==> config.mk <==
export PLATFORM = sky130hd
export DESIGN_NAME = dpa_top
export DESIGN_NICKNAME = d
export VERILOG_FILES = /design/src/hdl/dpa_pkg.sv /design/src/hdl/dpa_tick.sv /design/src/hdl/dpa_channel.sv /design/src/hdl/dpa_top.sv
export SDC_FILE = /design/constraint.sdc
export NUM_CORES = 1
export LEC_CHECK = 0
export CAP_MARGIN = 20
export CORE_MARGIN = 3
export CORE_UTILIZATION = 50
export CTS_CLUSTER_SIZE = 20
export DETAILED_ROUTE_END_ITERATION = 7
export DONT_BUFFER_PORTS = 1
export PLACE_DENSITY = 0.62
export SYNTH_ARGS = -nofsm -noshare
export SYNTH_HDL_FRONTEND = slang
export SYNTH_SLANG_ARGS = --single-unit
==> constraint.sdc <==
create_clock -name core_clk_in -period 5.4 [get_ports core_clk_in]
set_input_delay 1.08 -clock core_clk_in [delete_from_list [all_inputs] [get_ports core_clk_in]]
set_output_delay 1.08 -clock core_clk_in [all_outputs]
set_load 0.005 [all_outputs]
==> src/hdl/dpa_pkg.sv <==
// constants and types shared by the dual process alarm block
// assumes one 125 MHz clock and a 32-bit AHB-Lite register port
package dpa_pkg;
    // displayed value: signed, wide enough for five display digits
    localparam int VAL_W = 18;
    localparam int SEC_W = 12;
    localparam int ADDR_W = 8;

    // clock and timebase
    localparam longint CLK_HZ = 125_000_000;
    localparam longint TICK_S = 1;
    localparam longint TICK_CYCLES_DEF = TICK_S * CLK_HZ;
    localparam logic [SEC_W-1:0] MAX_SECONDS = 12'hE10;

    // register byte offsets; channel two sits one stride above channel one
    localparam logic [ADDR_W-1:0] CH_STRIDE = 8'h20;
    localparam logic [4:0] OFF_CFG = 5'h00;
    localparam logic [4:0] OFF_TRIP = 5'h04;
    localparam logic [4:0] OFF_MARGIN = 5'h08;
    localparam logic [4:0] OFF_WAIT = 5'h0C;
    localparam logic [4:0] OFF_SILENCE = 5'h10;
    localparam logic [ADDR_W-1:0] OFF_STATUS = 8'h40;
    localparam logic [ADDR_W-1:0] OFF_IRQ_STAT = 8'h44;
    localparam logic [ADDR_W-1:0] OFF_IRQ_EN = 8'h48;
    localparam logic [ADDR_W-1:0] OFF_IRQ_CLR = 8'h4C;

    // channel configuration field positions
    localparam int CFG_EN = 0;
    localparam int CFG_LOW = 1;
    localparam int CFG_IDLE_CLOSED = 2;
    localparam int CFG_FLASH = 3;
    localparam int CFG_W = 4;

    // interrupt status bit positions
    localparam int IRQ_COND1 = 0;
    localparam int IRQ_COND2 = 1;
    localparam int IRQ_OUT1 = 2;
    localparam int IRQ_OUT2 = 3;
    localparam int IRQ_W = 4;

    // reset values
    localparam logic [CFG_W-1:0] CFG_RST = 4'h0;
    localparam logic [VAL_W-1:0] TRIP_RST = 18'h00000;
    localparam logic [VAL_W-2:0] MARGIN_RST = 17'h00000;
    localparam logic [SEC_W-1:0] SEC_RST = 12'h000;

    // display source, gray order along the alternation cycle
    typedef enum logic [1:0] {
        STEP_VAL_A = 2'b00,
        STEP_LBL1 = 2'b01,
        STEP_VAL_B = 2'b11,
        STEP_LBL2 = 2'b10
    } dpa_step_t;

    typedef enum logic [1:0] {
        DISP_VALUE = 2'b00,
        DISP_LABEL1 = 2'b01,
        DISP_LABEL2 = 2'b10
    } dpa_disp_t;
endpackage

==> src/hdl/dpa_tick.sv <==
// one-second enable pulse from the core clock
// assumes a single clock domain; CYCLES is the divide ratio
`timescale 1ns/10ps
`default_nettype none
module dpa_tick
    import dpa_pkg::*;
#(
    parameter longint CYCLES = TICK_CYCLES_DEF
)
(
    input wire logic core_clk_in,
    input wire logic rst_n_in,
    output logic tick_out
);
    localparam int CW = $clog2(CYCLES + 1);
    localparam logic [CW-1:0] LAST = CW'(CYCLES - 1);

    typedef struct packed {
        logic [CW-1:0] cnt;
        logic tick;
    } dpa_tick_state_t;

    dpa_tick_state_t state;
    dpa_tick_state_t next_state;

    always_comb
    begin
        next_state = state;
        next_state.tick = 1'b0;
        if (state.cnt == LAST)
        begin
            next_state.cnt = '0;
            next_state.tick = 1'b1;
        end
        else
        begin
            next_state.cnt = state.cnt + 1'b1;
        end
    end

    always_ff @(posedge core_clk_in or negedge rst_n_in)
    begin
        if (!rst_n_in)
        begin
            state <= '0;
        end
        else
        begin
            state <= next_state;
        end
    end

    assign tick_out = state.tick;
endmodule
`default_nettype wire

==> src/hdl/dpa_channel.sv <==
// one alarm channel: compare, hysteresis, activation wait, silence
// assumes value and settings come from logic on the same clock
`timescale 1ns/10ps
`default_nettype none
module dpa_channel
    import dpa_pkg::*;
(
    input wire logic core_clk_in,
    input wire logic rst_n_in,
    input wire logic tick_in,
    input wire logic accept_in,
    input wire logic [VAL_W-1:0] value_in,
    input wire logic enable_in,
    input wire logic low_in,
    input wire logic [VAL_W-1:0] trip_in,
    input wire logic [VAL_W-2:0] margin_in,
    input wire logic [SEC_W-1:0] wait_in,
    input wire logic [SEC_W-1:0] silence_in,
    output logic cond_out,
    output logic asserted_out
);
    typedef struct packed {
        logic cond;
        logic active;
        logic silenced;
        logic [SEC_W-1:0] wait_cnt;
        logic [SEC_W-1:0] sil_cnt;
    } dpa_ch_state_t;

    dpa_ch_state_t state;
    dpa_ch_state_t next_state;
    logic signed [VAL_W:0] ve;
    logic signed [VAL_W:0] te;
    logic signed [VAL_W:0] me;
    logic hit;
    logic release_now;

    // one extra bit so trip -/+ margin cannot wrap
    assign ve = {value_in[VAL_W-1], value_in};
    assign te = {trip_in[VAL_W-1], trip_in};
    assign me = {2'b00, margin_in};
    assign hit = low_in ? (ve <= te) : (ve >= te);
    assign release_now = low_in ? (ve > te + me) : (ve < te - me);

    always_comb
    begin
        next_state = state;
        next_state.cond = state.cond ? !release_now : hit;
        if (!enable_in || !next_state.cond)
        begin
            next_state = '0;
        end
        else if (!state.active)
        begin
            // wait must elapse with the condition unbroken
            if (state.wait_cnt >= wait_in)
            begin
                next_state.active = 1'b1;
            end
            else if (tick_in)
            begin
                next_state.wait_cnt = state.wait_cnt + 1'b1;
            end
        end
        else if (state.silenced)
        begin
            if (tick_in)
            begin
                if (state.sil_cnt + 1'b1 >= silence_in)
                begin
                    next_state.silenced = 1'b0;
                    next_state.sil_cnt = '0;
                end
                else
                begin
                    next_state.sil_cnt = state.sil_cnt + 1'b1;
                end
            end
        end
        else if (accept_in && silence_in != SEC_RST)
        begin
            next_state.silenced = 1'b1;
            next_state.sil_cnt = '0;
        end
    end

    always_ff @(posedge core_clk_in or negedge rst_n_in)
    begin
        if (!rst_n_in)
        begin
            state <= '0;
        end
        else
        begin
            state <= next_state;
        end
    end

    assign cond_out = state.cond;
    assign asserted_out = state.active && !state.silenced;
endmodule
`default_nettype wire

==> src/hdl/dpa_top.sv <==
// dual process alarm: AHB-Lite registers, two channels, switch outputs,
// annunciators, display alternation and a level interrupt
// assumes the displayed value arrives from logic on core_clk_in and the
// accept push button arrives straight from a pin
//
// The implementer's own choices: the AHB-Lite interface to the registers and the register addresses.
`timescale 1ns/10ps
`default_nettype none
// Summary of operation
// - each channel is high or low alarm, output open or closed when idle
// - a channel's annunciator lights whenever its alarm condition occurs
// - comparison uses the displayed value, so tare shifts the trip current
// - per-channel enable turns alarm off, keeping all other settings
// - alarm begins when value equals or passes the setpoint
// - each channel holds a hysteresis in display units
// - high alarm clears only below setpoint minus hysteresis
// - switch output asserts after the delay; annunciator flashes meanwhile
// - delay is 0 to 3600 whole seconds of unbroken condition
// - accepting an active alarm releases the output for the silence time
// - output reasserts after silence if still alarmed; zero disables accept
// - with flash on, display alternates value and label while asserted
// - both asserted: both labels shown in turn, alternating with value
// - channel two has exactly the functions of channel one
module dpa_top
    import dpa_pkg::*;
#(
    parameter longint TICK_CYCLES = TICK_CYCLES_DEF
)
(
    input wire logic core_clk_in,
    input wire logic rst_n_in,
    input wire logic hsel_in,
    input wire logic [31:0] haddr_in,
    input wire logic [1:0] htrans_in,
    input wire logic hwrite_in,
    input wire logic [2:0] hsize_in,
    input wire logic [31:0] hwdata_in,
    input wire logic hready_in,
    output logic [31:0] hrdata_out,
    output logic hreadyout_out,
    output logic hresp_out,
    input wire logic [VAL_W-1:0] disp_value_in,
    input wire logic accept_btn_n_in,
    output logic [1:0] switch_closed_out,
    output logic [1:0] annunciator_out,
    output logic [1:0] disp_sel_out,
    output logic irq_out
);
    typedef struct packed {
        logic [2:0] btn_sync;
        logic btn_level;
        logic accept;
        logic [1:0][CFG_W-1:0] cfg;
        logic [1:0][VAL_W-1:0] trip;
        logic [1:0][VAL_W-2:0] margin;
        logic [1:0][SEC_W-1:0] wait_s;
        logic [1:0][SEC_W-1:0] sil_s;
        logic [IRQ_W-1:0] irq_stat;
        logic [IRQ_W-1:0] irq_en;
        logic [1:0] prev_cond;
        logic [1:0] prev_asrt;
        logic wr_pend;
        logic rd_wait;
        logic [ADDR_W-1:0] addr;
        logic ready;
        logic [31:0] rdata;
        dpa_step_t step;
        logic blink;
        logic [1:0] ann;
        logic [1:0] sw;
        logic [1:0] disp;
        logic irq;
    } dpa_top_state_t;

    dpa_top_state_t state;
    dpa_top_state_t next_state;
    logic tick;
    logic [1:0] cond;
    logic [1:0] asrt;
    logic [1:0] show;
    logic [IRQ_W-1:0] events;
    logic [IRQ_W-1:0] clr_mask;
    logic addr_phase;

    dpa_tick #(
        .CYCLES(TICK_CYCLES)
    ) u_tick (
        .core_clk_in(core_clk_in),
        .rst_n_in(rst_n_in),
        .tick_out(tick)
    );

    // both channels are the same module, wired to their own settings
    for (genvar c = 0; c < 2; c++)
    begin : g_ch
        dpa_channel u_ch (
            .core_clk_in(core_clk_in),
            .rst_n_in(rst_n_in),
            .tick_in(tick),
            .accept_in(state.accept),
            .value_in(disp_value_in),
            .enable_in(state.cfg[c][CFG_EN]),
            .low_in(state.cfg[c][CFG_LOW]),
            .trip_in(state.trip[c]),
            .margin_in(state.margin[c]),
            .wait_in(state.wait_s[c]),
            .silence_in(state.sil_s[c]),
            .cond_out(cond[c]),
            .asserted_out(asrt[c])
        );
    end

    // clamp second counts to the largest legal setting
    function automatic logic [SEC_W-1:0] clamp_sec(input logic [31:0] d);
        if (d > {20'h00000, MAX_SECONDS})
        begin
            return MAX_SECONDS;
        end
        return d[SEC_W-1:0];
    endfunction

    function automatic logic [31:0] read_mux(input dpa_top_state_t s,
        input logic [1:0] cnd, input logic [1:0] ast);
        logic [31:0] d;
        logic ch;
        d = 32'h00000000;
        ch = s.addr[5];
        if (s.addr < OFF_STATUS)
        begin
            case (s.addr[4:0])
                OFF_CFG: d = {28'h0000000, s.cfg[ch]};
                OFF_TRIP: d = {{(32-VAL_W){s.trip[ch][VAL_W-1]}}, s.trip[ch]};
                OFF_MARGIN: d = {15'h0000, s.margin[ch]};
                OFF_WAIT: d = {20'h00000, s.wait_s[ch]};
                OFF_SILENCE: d = {20'h00000, s.sil_s[ch]};
                default: d = 32'h00000000;
            endcase
        end
        else
        begin
            case (s.addr)
                OFF_STATUS: d = {26'h0000000, s.disp, ast, cnd};
                OFF_IRQ_STAT: d = {28'h0000000, s.irq_stat};
                OFF_IRQ_EN: d = {28'h0000000, s.irq_en};
                default: d = 32'h00000000;
            endcase
        end
        return d;
    endfunction

    assign addr_phase = hsel_in && hready_in && htrans_in[1];
    assign show = asrt & {state.cfg[1][CFG_FLASH], state.cfg[0][CFG_FLASH]};
    assign events = {asrt & ~state.prev_asrt, cond & ~state.prev_cond};

    always_comb
    begin
        next_state = state;
        clr_mask = '0;

        // accept button: change counts once stages two and three agree
        next_state.btn_sync = {state.btn_sync[1:0], !accept_btn_n_in};
        next_state.accept = 1'b0;
        if (state.btn_sync[1] == state.btn_sync[2])
        begin
            next_state.btn_level = state.btn_sync[2];
            next_state.accept = state.btn_sync[2] && !state.btn_level;
        end

        // bus: one wait state on reads so a write just before is seen
        next_state.wr_pend = 1'b0;
        next_state.rd_wait = 1'b0;
        next_state.ready = 1'b1;
        if (state.rd_wait)
        begin
            next_state.rdata = read_mux(state, cond, asrt);
        end
        if (state.wr_pend)
        begin
            if (state.addr < OFF_STATUS)
            begin
                case (state.addr[4:0])
                    OFF_CFG: next_state.cfg[state.addr[5]] =
                        hwdata_in[CFG_W-1:0];
                    OFF_TRIP: next_state.trip[state.addr[5]] =
                        hwdata_in[VAL_W-1:0];
                    OFF_MARGIN: next_state.margin[state.addr[5]] =
                        hwdata_in[VAL_W-2:0];
                    OFF_WAIT: next_state.wait_s[state.addr[5]] =
                        clamp_sec(hwdata_in);
                    OFF_SILENCE: next_state.sil_s[state.addr[5]] =
                        clamp_sec(hwdata_in);
                    default: next_state.ready = 1'b1;
                endcase
            end
            else
            begin
                case (state.addr)
                    OFF_IRQ_EN: next_state.irq_en = hwdata_in[IRQ_W-1:0];
                    OFF_IRQ_CLR: clr_mask = hwdata_in[IRQ_W-1:0];
                    default: next_state.ready = 1'b1;
                endcase
            end
        end
        if (addr_phase)
        begin
            next_state.addr = haddr_in[ADDR_W-1:0];
            if (hwrite_in)
            begin
                next_state.wr_pend = 1'b1;
            end
            else
            begin
                next_state.rd_wait = 1'b1;
                next_state.ready = 1'b0;
            end
        end

        // interrupts: a new event wins over a clear in the same cycle
        next_state.prev_cond = cond;
        next_state.prev_asrt = asrt;
        next_state.irq_stat = (state.irq_stat & ~clr_mask) | events;
        next_state.irq = |(next_state.irq_stat & state.irq_en);

        // annunciators: steady when asserted, blinking while pending
        // or silenced
        if (tick)
        begin
            next_state.blink = !state.blink;
        end
        next_state.ann = asrt | (cond & {2{state.blink}});

        // switch sense: idle-closed outputs open on alarm and vice versa
        next_state.sw[0] = asrt[0] ^ state.cfg[0][CFG_IDLE_CLOSED];
        next_state.sw[1] = asrt[1] ^ state.cfg[1][CFG_IDLE_CLOSED];

        // display alternation, one step per second
        if (tick)
        begin
            case (state.step)
                STEP_VAL_A: next_state.step = STEP_LBL1;
                STEP_LBL1: next_state.step = STEP_VAL_B;
                STEP_VAL_B: next_state.step = STEP_LBL2;
                STEP_LBL2: next_state.step = STEP_VAL_A;
                default: next_state.step = STEP_VAL_A;
            endcase
        end
        // a label slot of a channel not shown falls back to the value
        case (state.step)
            STEP_LBL1: next_state.disp = show[0] ? DISP_LABEL1 : DISP_VALUE;
            STEP_LBL2: next_state.disp = show[1] ? DISP_LABEL2 : DISP_VALUE;
            default: next_state.disp = DISP_VALUE;
        endcase
    end

    always_ff @(posedge core_clk_in or negedge rst_n_in)
    begin
        if (!rst_n_in)
        begin
            state <= '0;
            state.cfg <= {2{CFG_RST}};
            state.trip <= {2{TRIP_RST}};
            state.margin <= {2{MARGIN_RST}};
            state.wait_s <= {2{SEC_RST}};
            state.sil_s <= {2{SEC_RST}};
            state.ready <= 1'b1;
            state.step <= STEP_VAL_A;
        end
        else
        begin
            state <= next_state;
        end
    end

    assign hrdata_out = state.rdata;
    assign hreadyout_out = state.ready;
    assign hresp_out = 1'b0;
    assign switch_closed_out = state.sw;
    assign annunciator_out = state.ann;
    assign disp_sel_out = state.disp;
    assign irq_out = state.irq;
endmodule
`default_nettype wire

# Yosys cells after proc, flatten, opt, wreduce, memory -nomap -nowiden
# Index checks and enable logic that the tools add are counted.
[classes]
n_eq_ne = 19
bitwise_logic = 14
add_sub_neg = 9
n_lt_le_gt_ge = 16
muxes = 95
reduce_logical = 42
[ops]
columns = ["operator", "count"]
rows = [
  ["two-way mux 12 bit", 30],
  ["one-hot mux 32 bit (5 select lines)", 1],
  ["two-way mux 18 bit", 3],
  ["two-way mux 26 bit", 2],
  ["two-way mux 17 bit", 3],
  ["adder 12 x 1 -> 12 bit (second input constant)", 4],
  ["bitwise mux 24 bit", 2],
  [">= comparator 12 bit", 4],
  ["adder 18 x 18 -> 19 bit", 2],
  ["greater-than comparator 18 x 19 -> 1 bit", 2],
  ["< comparator 18 x 19 -> 1 bit", 2],
  ["subtractor 18 x 18 -> 19 bit", 2],
  ["bitwise mux 36 bit", 1],
  [">= comparator 18 bit", 2],
  ["<= comparator 18 bit", 2],
  ["bitwise mux 34 bit", 1],
  ["two-way mux 1 bit", 34],
  ["equality test 8 x 7 -> 1 bit (second input constant)", 4],
  ["greater-than comparator 32 x 12 -> 1 bit (second input constant)", 1],
  ["two-way mux 32 bit", 1],
  ["AND reduction 3 bit", 10],
  ["adder 27 x 1 -> 27 bit (second input constant)", 1],
  ["equality test 27 bit (second input constant)", 1],
  ["two-way mux 27 bit", 1],
  ["40 further kinds", 79],
]
[word_totals]
ff_bits = 278
wordCells = 235
out_inout_bits = 41
input_bits = 93

# Longest topological paths before layout
# Gate-level depths: netlist (run 1).
[logic_depth]
ltp_word = 10
depth_mapped = 22
mapped_depth_nobuf = 21

# Cells and area by module
# From an unflattened synthesis (run 1), not the netlist that was laid out.
[unflattened]
hier_cells = 2174
hier_area_um2 = 20115.5
[by_module_without_submodules]
columns = ["module", "instances", "seq_area_each_um2", "cells_per_inst", "area_per_inst_um2"]
rows = [
  ["dpa_top", 1, 4555.6, 770, 8722.1],
  ["dpa_channel at g_ch[1].u_ch", 1, 675.6, 641, 5018.6],
  ["dpa_channel at g_ch[0].u_ch", 1, 675.6, 630, 5001.0],
  ["dpa_tick", 1, 700.7, 133, 1373.8],
]

# Least setup slack after synthesis (run 1)
# OpenSTA, ideal clock, no wires.
[synth_timing]
kind = "reg2reg"
from = "register state[114] (netlist name)"
to = "register g_ch[0].u_ch.state[9] (netlist name)"
setup_time_ps = 99
period_less_slack_ps = 4732
path_slack_ps = 668
path_buffers = 1
path_stages_with_launch = 20
required_ps = 5301
arrival_time_ps = 4632
cell_sequence = "dfrtp_1 > inv_1 > ha_1 > nor2b_1 > o31a_1 > or4_1 > a31o_2 > o221a_2 > a41oi_1 > mux2i_1 > o211ai_1 > ha_1 > nand4_1 > or2_2 > nor3_1 > a21oi_1 > a2111oi_0 > a31oi_2 > buf_6 > a311oi_1"
[synth_via]
elab_chain_len = 9
elab_cells_between_ends = 14
cone_classes = "add/sub (2); order compare (2); eq/ne (1); mux (3); reduce/logical (6)"
[synth_lines]
columns = ["element", "line_no", "text"]
rows = [
  ["start: declaration", "dpa_top.sv:75", "dpa_top_state_t state;"],
  ["start signal: assignment", "dpa_top.sv:270", "state <= next_state;"],
  ["subtractor 18 x 18 -> 19 bit / adder 18 x 18 -> 19 bit (equally long branches)", "dpa_channel.sv:43", "assign release_now = low_in ? (ve > te + me) : (ve < te - me);"],
  ["< comparator 18 x 19 -> 1 bit / greater-than comparator 18 x 19 -> 1 bit (equally long branches)", "dpa_channel.sv:43", ""],
  ["two-way mux 1 bit *", "dpa_channel.sv:43", ""],
  ["logical NOT 1 bit *", "dpa_channel.sv:48", "next_state.cond = state.cond ? !release_now : hit;"],
  ["two-way mux 1 bit *", "dpa_channel.sv:48", ""],
  ["logical NOT 1 bit *", "dpa_channel.sv:49", "if (!enable_in || !next_state.cond)"],
  ["logical OR 1 bit *", "dpa_channel.sv:49", ""],
  ["!= test 3 bit (no source line) (tied with other cells)", "--", ""],
  ["AND reduction 3 bit (no source line)", "--", ""],
  ["end signal: assignment", "dpa_channel.sv:95", "state <= next_state;"],
  ["end: declaration", "dpa_channel.sv:30", "dpa_ch_state_t state;"],
]
# Mark *: on every way between the ends. The rest lies on a longest branch, timed or not.
# A chain may end at the register's enable or synchronous reset.

# Worst setup path in the final report (run 1)
[layout_timing]
from = "register state[165] (netlist name)"
to = "register g_ch[1].u_ch.state[7] (netlist name)"
[layout_via]
elab_chain_len = 9
elab_cells_between_ends = 17
cone_classes = "add/sub (2); order compare (4); eq/ne (1); mux (4); reduce/logical (6)"
[layout_lines]
columns = ["element", "line_no"]
rows = [
  ["subtractor 18 x 18 -> 19 bit / adder 18 x 18 -> 19 bit (equally long branches)", "dpa_channel.sv:43"],
  ["< comparator 18 x 19 -> 1 bit / greater-than comparator 18 x 19 -> 1 bit (equally long branches)", "dpa_channel.sv:43"],
  ["two-way mux 1 bit", "dpa_channel.sv:43"],
  ["logical NOT 1 bit", "dpa_channel.sv:48"],
  ["two-way mux 1 bit *", "dpa_channel.sv:48"],
  ["logical NOT 1 bit *", "dpa_channel.sv:49"],
  ["logical OR 1 bit *", "dpa_channel.sv:49"],
  ["!= test 3 bit (no source line) (tied with other cells)", "--"],
  ["AND reduction 3 bit (no source line)", "--"],
  ["end signal: assignment", "dpa_channel.sv:95"],
  ["end: declaration", "dpa_channel.sv:30"],
]
# Marks and branches as above.

==> results of run 1 <==
-- cells in the mapped netlist, types with 5 or more instances --
library cell | n | share of area, %
xnor2_1 | 73 | 3.3
ha_1 | 235 | 15
and2_1 | 8 | 0.26
buf_4 | 42 | 1.6
a211o_1 | 9 | 0.41
mux2i_1 | 44 | 2.3
o211ai_1 | 7 | 0.27
mux2_2 | 57 | 3.3
o221ai_1 | 5 | 0.23
nor4_1 | 20 | 0.65
nand2_1 | 177 | 3.5
buf_1 | 6 | 0.12
o2bb2ai_1 | 7 | 0.32
nand3_1 | 41 | 1.1
clkbuf_1 | 56 | 1.1
and4_1 | 8 | 0.36
or3_1 | 13 | 0.42
o41ai_1 | 5 | 0.23
buf_2 | 6 | 0.16
a311oi_1 | 16 | 0.73
or2_2 | 8 | 0.26
nor3_1 | 30 | 0.78
a21oi_1 | 130 | 3.4
nand4_1 | 23 | 0.75
o21ai_0 | 142 | 3.7
a21o_1 | 48 | 1.9
a221o_1 | 7 | 0.36
nand2b_1 | 43 | 1.4
o21a_1 | 9 | 0.35
o21bai_1 | 15 | 0.59
and3_1 | 34 | 1.1
a31oi_1 | 16 | 0.52
dfrtp_1 | 263 | 34
o31ai_1 | 10 | 0.39
or4_1 | 6 | 0.23
xor2_1 | 43 | 2.0
a221oi_1 | 16 | 0.73
inv_1 | 179 | 3.5
o22ai_1 | 14 | 0.46
nor2b_1 | 29 | 0.94
a211oi_1 | 14 | 0.55
a22oi_1 | 14 | 0.55
nor2_1 | 135 | 2.6
-- placed cells by master (no fill, tap or decap), types with 9 or more instances in the layout --
cell	Yosys	routed
a211oi_1	14	14
a22oi_1	14	14
nor2b_1	29	29
a311oi_1	16	16
inv_1	179	179
nand2_1	177	177
o21ai_0	142	140
xnor2_1	73	73
buf_4	42	18
xor2_1	43	43
a221oi_1	16	14
nand2b_1	43	43
clkbuf_16	0	31
o21bai_1	15	15
nor3_1	30	29
nand4_1	23	23
a21o_1	48	48
ha_1	235	235
a31oi_1	16	15
nor2_1	135	134
nand3_1	41	41
dfrtp_1	263	261
o31ai_1	10	10
mux2_2	57	57
a21oi_1	130	130
o21a_1	9	9
o22ai_1	14	14
and3_1	34	34
a211o_1	9	9
or3_1	13	13
mux2i_1	44	44
nor4_1	20	20
-- worst register-to-register path: cells and delay by family, from the launching register on --
| kind | cells | cell delay (ns) |
|---|---|---|
| compound gates | 8 | 1.67 |
| buf+inv | 2 | 0.35 |
| fa+ha+maj | 3 | 0.99 |
| simple gates | 8 | 1.52 |
| flops | 1 | 0.45 |
-- worst min path at each step --
stage,start,endpoint,slack (ns),depth (start not counted)
after floorplan,next_state[194]$_DFF_PN0_,next_state[195]$_DFF_PN0_,0.33,0
after global placement,next_state[194]$_DFF_PN0_,next_state[195]$_DFF_PN0_,0.34,0
after detailed placement,next_state[194]$_DFF_PN0_,next_state[195]$_DFF_PN0_,0.33,0
after CTS,rst_n_in,g_ch[0].u_ch.state[19]$_DFFE_PN0P_,0.19,0
after global routing,rst_n_in,g_ch[0].u_ch.state[20]$_DFFE_PN0P_,0.19,0
final,rst_n_in,state[48]$_DFFE_PN0P_,0.22,0
-- metrics by stage --
stage	power [W]	instance area [um2]	hold slack (ns)	worst slack, ns	utilization, %
after floorplan	0.00307	19200	0.331	0.669	-
after CTS	0.00551	20500	0.188	0.0588	54.2
final	0.00548	20500	0.219	0.254	54.4
after global placement	0.00334	19400	0.340	0.133	51.5
after detailed placement	0.00337	19400	0.335	0.103	51.5
after global routing	0.00575	20500	0.189	0.00426	54.4
-- logic make-up (layout without fill, tap and decap cells) --
| kind of cell | count (synthesis) | after routing |
|---|---|---|
| muxes | 102 | 102 |
| DFF | 264 | 264 |
| buffers and inverters | 291 | 255 |
| xor gates and xnor gates | 116 | 116 |
| other | 1 | 1 |
| AOI/OAI and AO/OA | 512 | 512 |
| and+or+nand+nor | 593 | 593 |
| adders and majority gates | 240 | 240 |
-- registers in the layout (all words and copies together) (netlist names) --
register / cells
hreadyout_out: 1
g_ch.u_ch.cond_out: 2
annunciator_out: 2
disp_sel_out: 2
g_ch.u_ch.state: 52
u_tick.tick_out: 1
state: 154
next_state: 2
u_tick.state: 27
switch_closed_out: 2
hrdata_out: 18
irq_out: 1
-- power by group --
group / leakage, nW / switching, W / internal, W / total [W]
combinational: 6.67 / 0.000614 / 0.000493 / 0.00111
clock: 0.507 / 0.000836 / 0.00128 / 0.00212
sequential: 3.10 / 0.000172 / 0.00208 / 0.00225
total: 10.3 / 0.00162 / 0.00385 / 0.00548
-- final cells by class --
class	count	area (um2)	area share, %
inverters	179	672	3.27
repair buffers	20	175	0.853
clock buffers	40	840	4.09
clock inverters	16	193	0.939
flip-flops and latches	264	6610	32.2
multi-input cells	1564	11400	55.5
well taps	511	639	3.11
-- layer usage --
metal  share of wire, %  track usage, %  vias to the layer above
li1                   -               -                     7353
met1                 46            33.4                     7350
met2                 47            41.1                      305
met3                3.8            2.14                       90
met4                2.9            6.83                        0
met5                  0               0                        -
-- timing repair --
action,CTS,global route
endpoints found under the setup margin,0,54
gates resized for setup,0,11
endpoints found under the hold margin,0,0
setup buffers,0,2
==> metrics, run 1 <==
clock tree buffer depth 3; final setup vio count 0; Avg Synthesized Cell Area around 9.1 um2; endpoint class of the critical path register; Hold/Removal Path Class in2async; Slew headroom about 27%; clk_skew just over 0.009 ns; synthesized netlist net count roughly 2500; Worst-Skew Late Latency between 0.5 and 0.6 ns; Initial Utilization about 50%; sequential share of the synthesized area between 30% and 40%; Crit path max-delay family compound AO/OA/AOI/OAI gates; status complete, no violations; Peak Freq 0.194 GHz; root buffer cell clkbuf_16; mux cell area share after synthesis around 5.7%; Final period util between 90 and 100%; Placeable Area 37800 um2; worst slew pin tran around 1.1 ns; DR WL/cell ~19 um; CTS sink cnt ~260; Vias approximately 15000; final-report hold violation count 0; initial detailed-routing violation count ~1200; Simple-Gate Fraction of Synth Area around 15%; Ant. Diodes 0; Final Net Count roughly 2400; CTS tree yes; Worst IR Drop VDD 0.259 mV; slowest stage delay, CP approximately 0.46 ns; Pre-Repair DR Iteration Count 5; Fin Setup TNS 0 ns; fraction of registers with async set/reset between 90% and 100%; Crit Path Category reg2reg; Post-Syn Instances about 2100; Post-synth EDFFs 0; Via density between 5 and 6; Unique masters post-synth 74; Worst setup endpoint g_ch[1].u_ch.state[7]$_DFFE_PN0P_; area grow syn2layout 6.75%; die area a little over 40000 um2; XOR/XNOR Fraction of Synth Area 5.28%; Placer Congestion approximately 0.93; FF-to-FF End g_ch[1].u_ch.state[7]$_DFFE_PN0P_; cell count after placement roughly 2500; reg2reg path depth 21; Clk pin slew, worst setup/hold paths ~0.060 ns; # fillers between 3000 and 4000; # hold bufs at CTS 0; FP Rows 71; compound-gate portion of the synthesized area 17.1%; worst path arrival time approximately 5.5 ns; number of global-route vias before repair about 15000; minimum clock period just over 5 ns; GR Overflow Total 0; RSZ-0062 raised after global routing false; pin count of the biggest net entering global routing 265; Worst Setup SP state[165]$_DFFE_PN0P_; post-DP HPWL a little under 40000 um; adder-cell share of the synthesized area between 15 and 20%; WP data required roughly 5.8 ns; Die Y-Extent between 200 and 250 um; routed wire length 50300 um; largest family of logic cells by synthesized area compound AO/OA/AOI/OAI gates; antenna-violating nets left 0; Final Slew Violations 0; reg2reg setup slack between 0.2 and 0.3 ns; Synth Flop Type dfrtp_1; chip width between 200 and 250 um; Port-buffer cells 0; ratio of cells with drive above 1 in the final layout under 10%; Leak approximately 10 nW; htree depth 1; max-capacitance violation count 0; CTS Buf Count 30; initial antenna violation count 0; IO Count 134; Crit Reg-Reg Startpoint state[165]$_DFFE_PN0P_; Cell Pwr Density about 270 nW/um2; logic depth of the worst path, buffers included 21; Critical Path Start Type register; first-pass GRT wire length approximately 80000 um; Buf+Inv Stages, Crit Path 2; CP max FO 27; crit-path cells ha_1 -> fa_1 -> nand2b_1 -> a221oi_1 -> buf_4 -> o211ai_1 -> a31oi_2 -> a221o_1 -> a21oi_1 -> nor2b_1 -> o311ai_1 -> ha_1 -> and3_1 -> nand3_1 -> nor2_1 -> a221o_1 -> or4b_1 -> and4_1 -> nand3_2 -> buf_12 -> a311oi_1; Remaining DRCs 0; Syn Std Cell Area 19200 um2; GRT Total Usage between 20% and 30%; fin cells about 2600; critical path's slowest cell or4b_1; synth warn 0; #FFs+latches synth between 200 and 300
Power figures use the tool's default switching activity.
==> inputs of run 2 (changes only) <==
Settings changed: CELL_PAD_IN_SITES_DETAIL_PLACEMENT from default to 0, CELL_PAD_IN_SITES_GLOBAL_PLACEMENT from default to 1, PLACE_DENSITY 0.62 to 0.78.
==> run 2 against run 1 <==
  * Via count shrank 0.87%
  * Worst hold slack got worse by 0.0050 ns
  * Sequential cell count did not move
  * Sequential power is essentially flat
  * Routed wire length is 1.0% higher
  * Fmax shrank 0.54%
  * Setup slack got worse by 0.028 ns
  * Cell area is 0.11% higher
  * Non-clock buffer count is 1 higher
  * Power increased by 0.12%
  * Critical path type unchanged
  * Critical endpoint is now g_ch[1].u_ch.state[2]$_DFFE_PN0P_
  * Largest cell class unchanged
==> metrics, run 2 (same netlist as run 1, synthesis figures left out) <==
Biggest register state; worst slew pin tran 1.07 ns (-0.00821 ns); post-DP HPWL 39100 um (+1.1%); combinational power share 20.2% (about the same); initial antenna violation count 0 (unchanged); final-report hold violation count 0 (unchanged); Pint 0.00385 W (about the same); WP data required 5.78 ns (about the same); Vias 14966 (-0.87%); first-pass GRT wire length 81700 um (+1.7%); Placeable Area 37800 um2 (unchanged); DR WL/cell 19.6 um (+0.96%); Crit path max-delay family compound AO/OA/AOI/OAI gates; FP Rows 71 (unchanged); clk_skew 0.0166 ns (+0.00752 ns); CTS tree yes; Final Net Count 2392 (+0.042%); Crit Path Category reg2reg; worst path arrival time 5.56 ns (+0.03 ns); Clk pwr share 38.7% (about the same); Ant. Diodes 0 (unchanged); Critical Path Start Type register; Fin Setup TNS 0 ns (unchanged); Worst IR Drop VDD 0.231 mV (-11%); Hold/Removal Path Class in2async; final setup vio count 0 (unchanged); endpoint class of the critical path register; GRT Total Usage 24.7% (+0.47 points); Buf+Inv Stages, Crit Path 3 (+1); Leak 10.3 nW (+0.20%); crit-path most repeated cell a21oi_1; crit-path cells inv_1 -> ha_1 -> inv_1 -> fa_1 -> a211oi_1 -> o21ai_0 -> o211ai_1 -> a21oi_1 -> a21oi_1 -> a21oi_1 -> a21oi_1 -> xnor2_1 -> ha_1 -> a21o_1 -> a2111oi_1 -> o221ai_1 -> a2111oi_1 -> a21oi_1 -> and4_1 -> nand3_2 -> buf_12 -> a311oi_1; Top Registers state (154), g_ch.u_ch.state (52), u_tick.state (27); die area 40800 um2 (unchanged); pin count of the biggest net entering global routing 265 (unchanged); Clk pin slew, worst setup/hold paths 0.06 ns (about the same); RSZ-0062 raised after global routing false; minimum clock period 5.17 ns (+0.0279 ns); critical path's slowest cell a2111oi_1; root buffer cell clkbuf_16; number of global-route vias before repair 14933 (+0.73%); ratio of cells with drive above 1 in the final layout 7.63% (+0.19 points); CTS sink cnt 264 (unchanged); Placer Congestion 0.937 (+0.90%); Slew headroom 28.9% (+1.6 points); area grow syn2layout 6.87%; CTS Buf Count 30 (unchanged); Final period util 95.8% (+0.52 points); GR Overflow Total 0 (unchanged); Largest register FFs 154 (unchanged); Layout Utilization 54.4% (+0.060 points); Port-buffer cells 0 (unchanged); htree depth 1 (unchanged); chip width 202 um (unchanged); Peak Freq 0.193 GHz (-0.54%); most common cell after layout, fill and taps aside dfrtp_1; Initial Utilization 50.9% (unchanged); antenna-violating nets left 0 (unchanged); slowest stage delay, CP 0.45 ns (about the same); Via density 5.77 (-0.91%); Pre-Repair DR Iteration Count 5 (unchanged); initial detailed-routing violation count 1012 (-13%); routed wire length 50800 um (+1.0%); Worst-Skew Late Latency 0.57 ns (about the same); Reg power frac 41.1% (about the same); max-capacitance violation count 0 (unchanged); IO Count 134 (unchanged); Cell Pwr Density 267 nW/um2 (about the same); commonest cells after routing, fill and taps aside dfrtp_1 (261), ha_1 (235), inv_1 (179), nand2_1 (177), o21ai_0 (142); P_sw 0.00163 W (+0.55%); clock tree buffer depth 3 (unchanged); CP max FO 27 (unchanged); Remaining DRCs 0 (unchanged); switching share of power 29.7% (+0.13 points); Final Slew Violations 0 (unchanged); post-CTS setup buffer count 0 (unchanged); Die Y-Extent 202 um (unchanged); status complete, no violations
==> run 2: cell types whose count changed in the layout (fill, tap and decap cells not counted), moves of 2 or more <==
cell       before  now
clkinv_2        8    6
clkbuf_8        3   10
o21ai_0       140  142
clkbuf_1        6    3
o21ai_1         2    0
bufinv_16       4    2
==> run 2: worst reg2reg max path: cells and delay by family (launching register included) <==
kind            cells  cell delay (ns)
fa+ha+maj           3             0.85
flops               1             0.43
buf+inv             3             0.32
compound gates     13             2.91
simple gates        2             0.34
xor+xnor            1             0.15
==> run 2: power groups by stage <==
| stage | registers, W | logic (W) | clock network (W) |
|---|---|---|---|
| floorplan | 0.00218 | 0.000888 | 0 |
| global placement | 0.00228 | 0.00106 | 0 |
| detailed placement | 0.00229 | 0.00109 | 0 |
| CTS | 0.00225 | 0.00110 | 0.00217 |
| global route | 0.00226 | 0.00124 | 0.00225 |
| finish | 0.00225 | 0.00111 | 0.00212 |
==> run 2: area by class of cell <==
type	instances	area (um2)
clock buffers	44	925
clock inverters	12	124
fillers	3442	17200
inverters	179	672
multi-input cells	1564	11400
flip-flops and latches	264	6610
well taps	511	639
repair buffers	21	180
==> run 2: final timing paths <==
path | startpoint | end | slack (ns) | cells past startpoint
min reg2reg | next_state[194]$_DFF_PN0_ | next_state[195]$_DFF_PN0_ | 0.35 | 0
max in group asynchronous | rst_n_in | g_ch[0].u_ch.state[0]$_DFFE_PN0P_ | 4.38 | 0
min | rst_n_in | state[145]$_DFFE_PN0P_ | 0.21 | 0
max | state[165]$_DFFE_PN0P_ | g_ch[1].u_ch.state[2]$_DFFE_PN0P_ | 0.23 | 22
min in group core_clk_in | next_state[194]$_DFF_PN0_ | next_state[195]$_DFF_PN0_ | 0.35 | 0
max reg2reg | state[165]$_DFFE_PN0P_ | g_ch[1].u_ch.state[2]$_DFFE_PN0P_ | 0.23 | 22
==> run 2: timing repair <==
action                     4_1_cts  5_1_grt
setup endpoints to repair        0       53
hold buffers                     0        0
resized for setup                0       10
==> run 2: metrics by stage <==
stage | instance area (um2) | hold slack (ns) | std cells | power, W | setup slack [ns]
2_1_floorplan | 19200 | 0.331 | 2119 | 0.00307 | 0.669
3_3_place_gp | 19400 | 0.340 | 2537 | 0.00334 | 0.0873
3_5_place_dp | 19400 | 0.335 | 2537 | 0.00337 | 0.0914
4_1_cts | 20500 | 0.186 | 2593 | 0.00551 | 0.0607
5_1_grt | 20500 | 0.189 | 2595 | 0.00576 | 0.0279
6_report | 20500 | 0.214 | 2595 | 0.00548 | 0.226
==> run 2: layer usage <==
metal	up-vias	part of all wire (%)	track usage, %
li1	7353	-	-
met1	7241	46	34.2
met2	293	47	41.8
met3	79	3.6	2.34
met4	0	2.6	6.46
met5	-	0	0
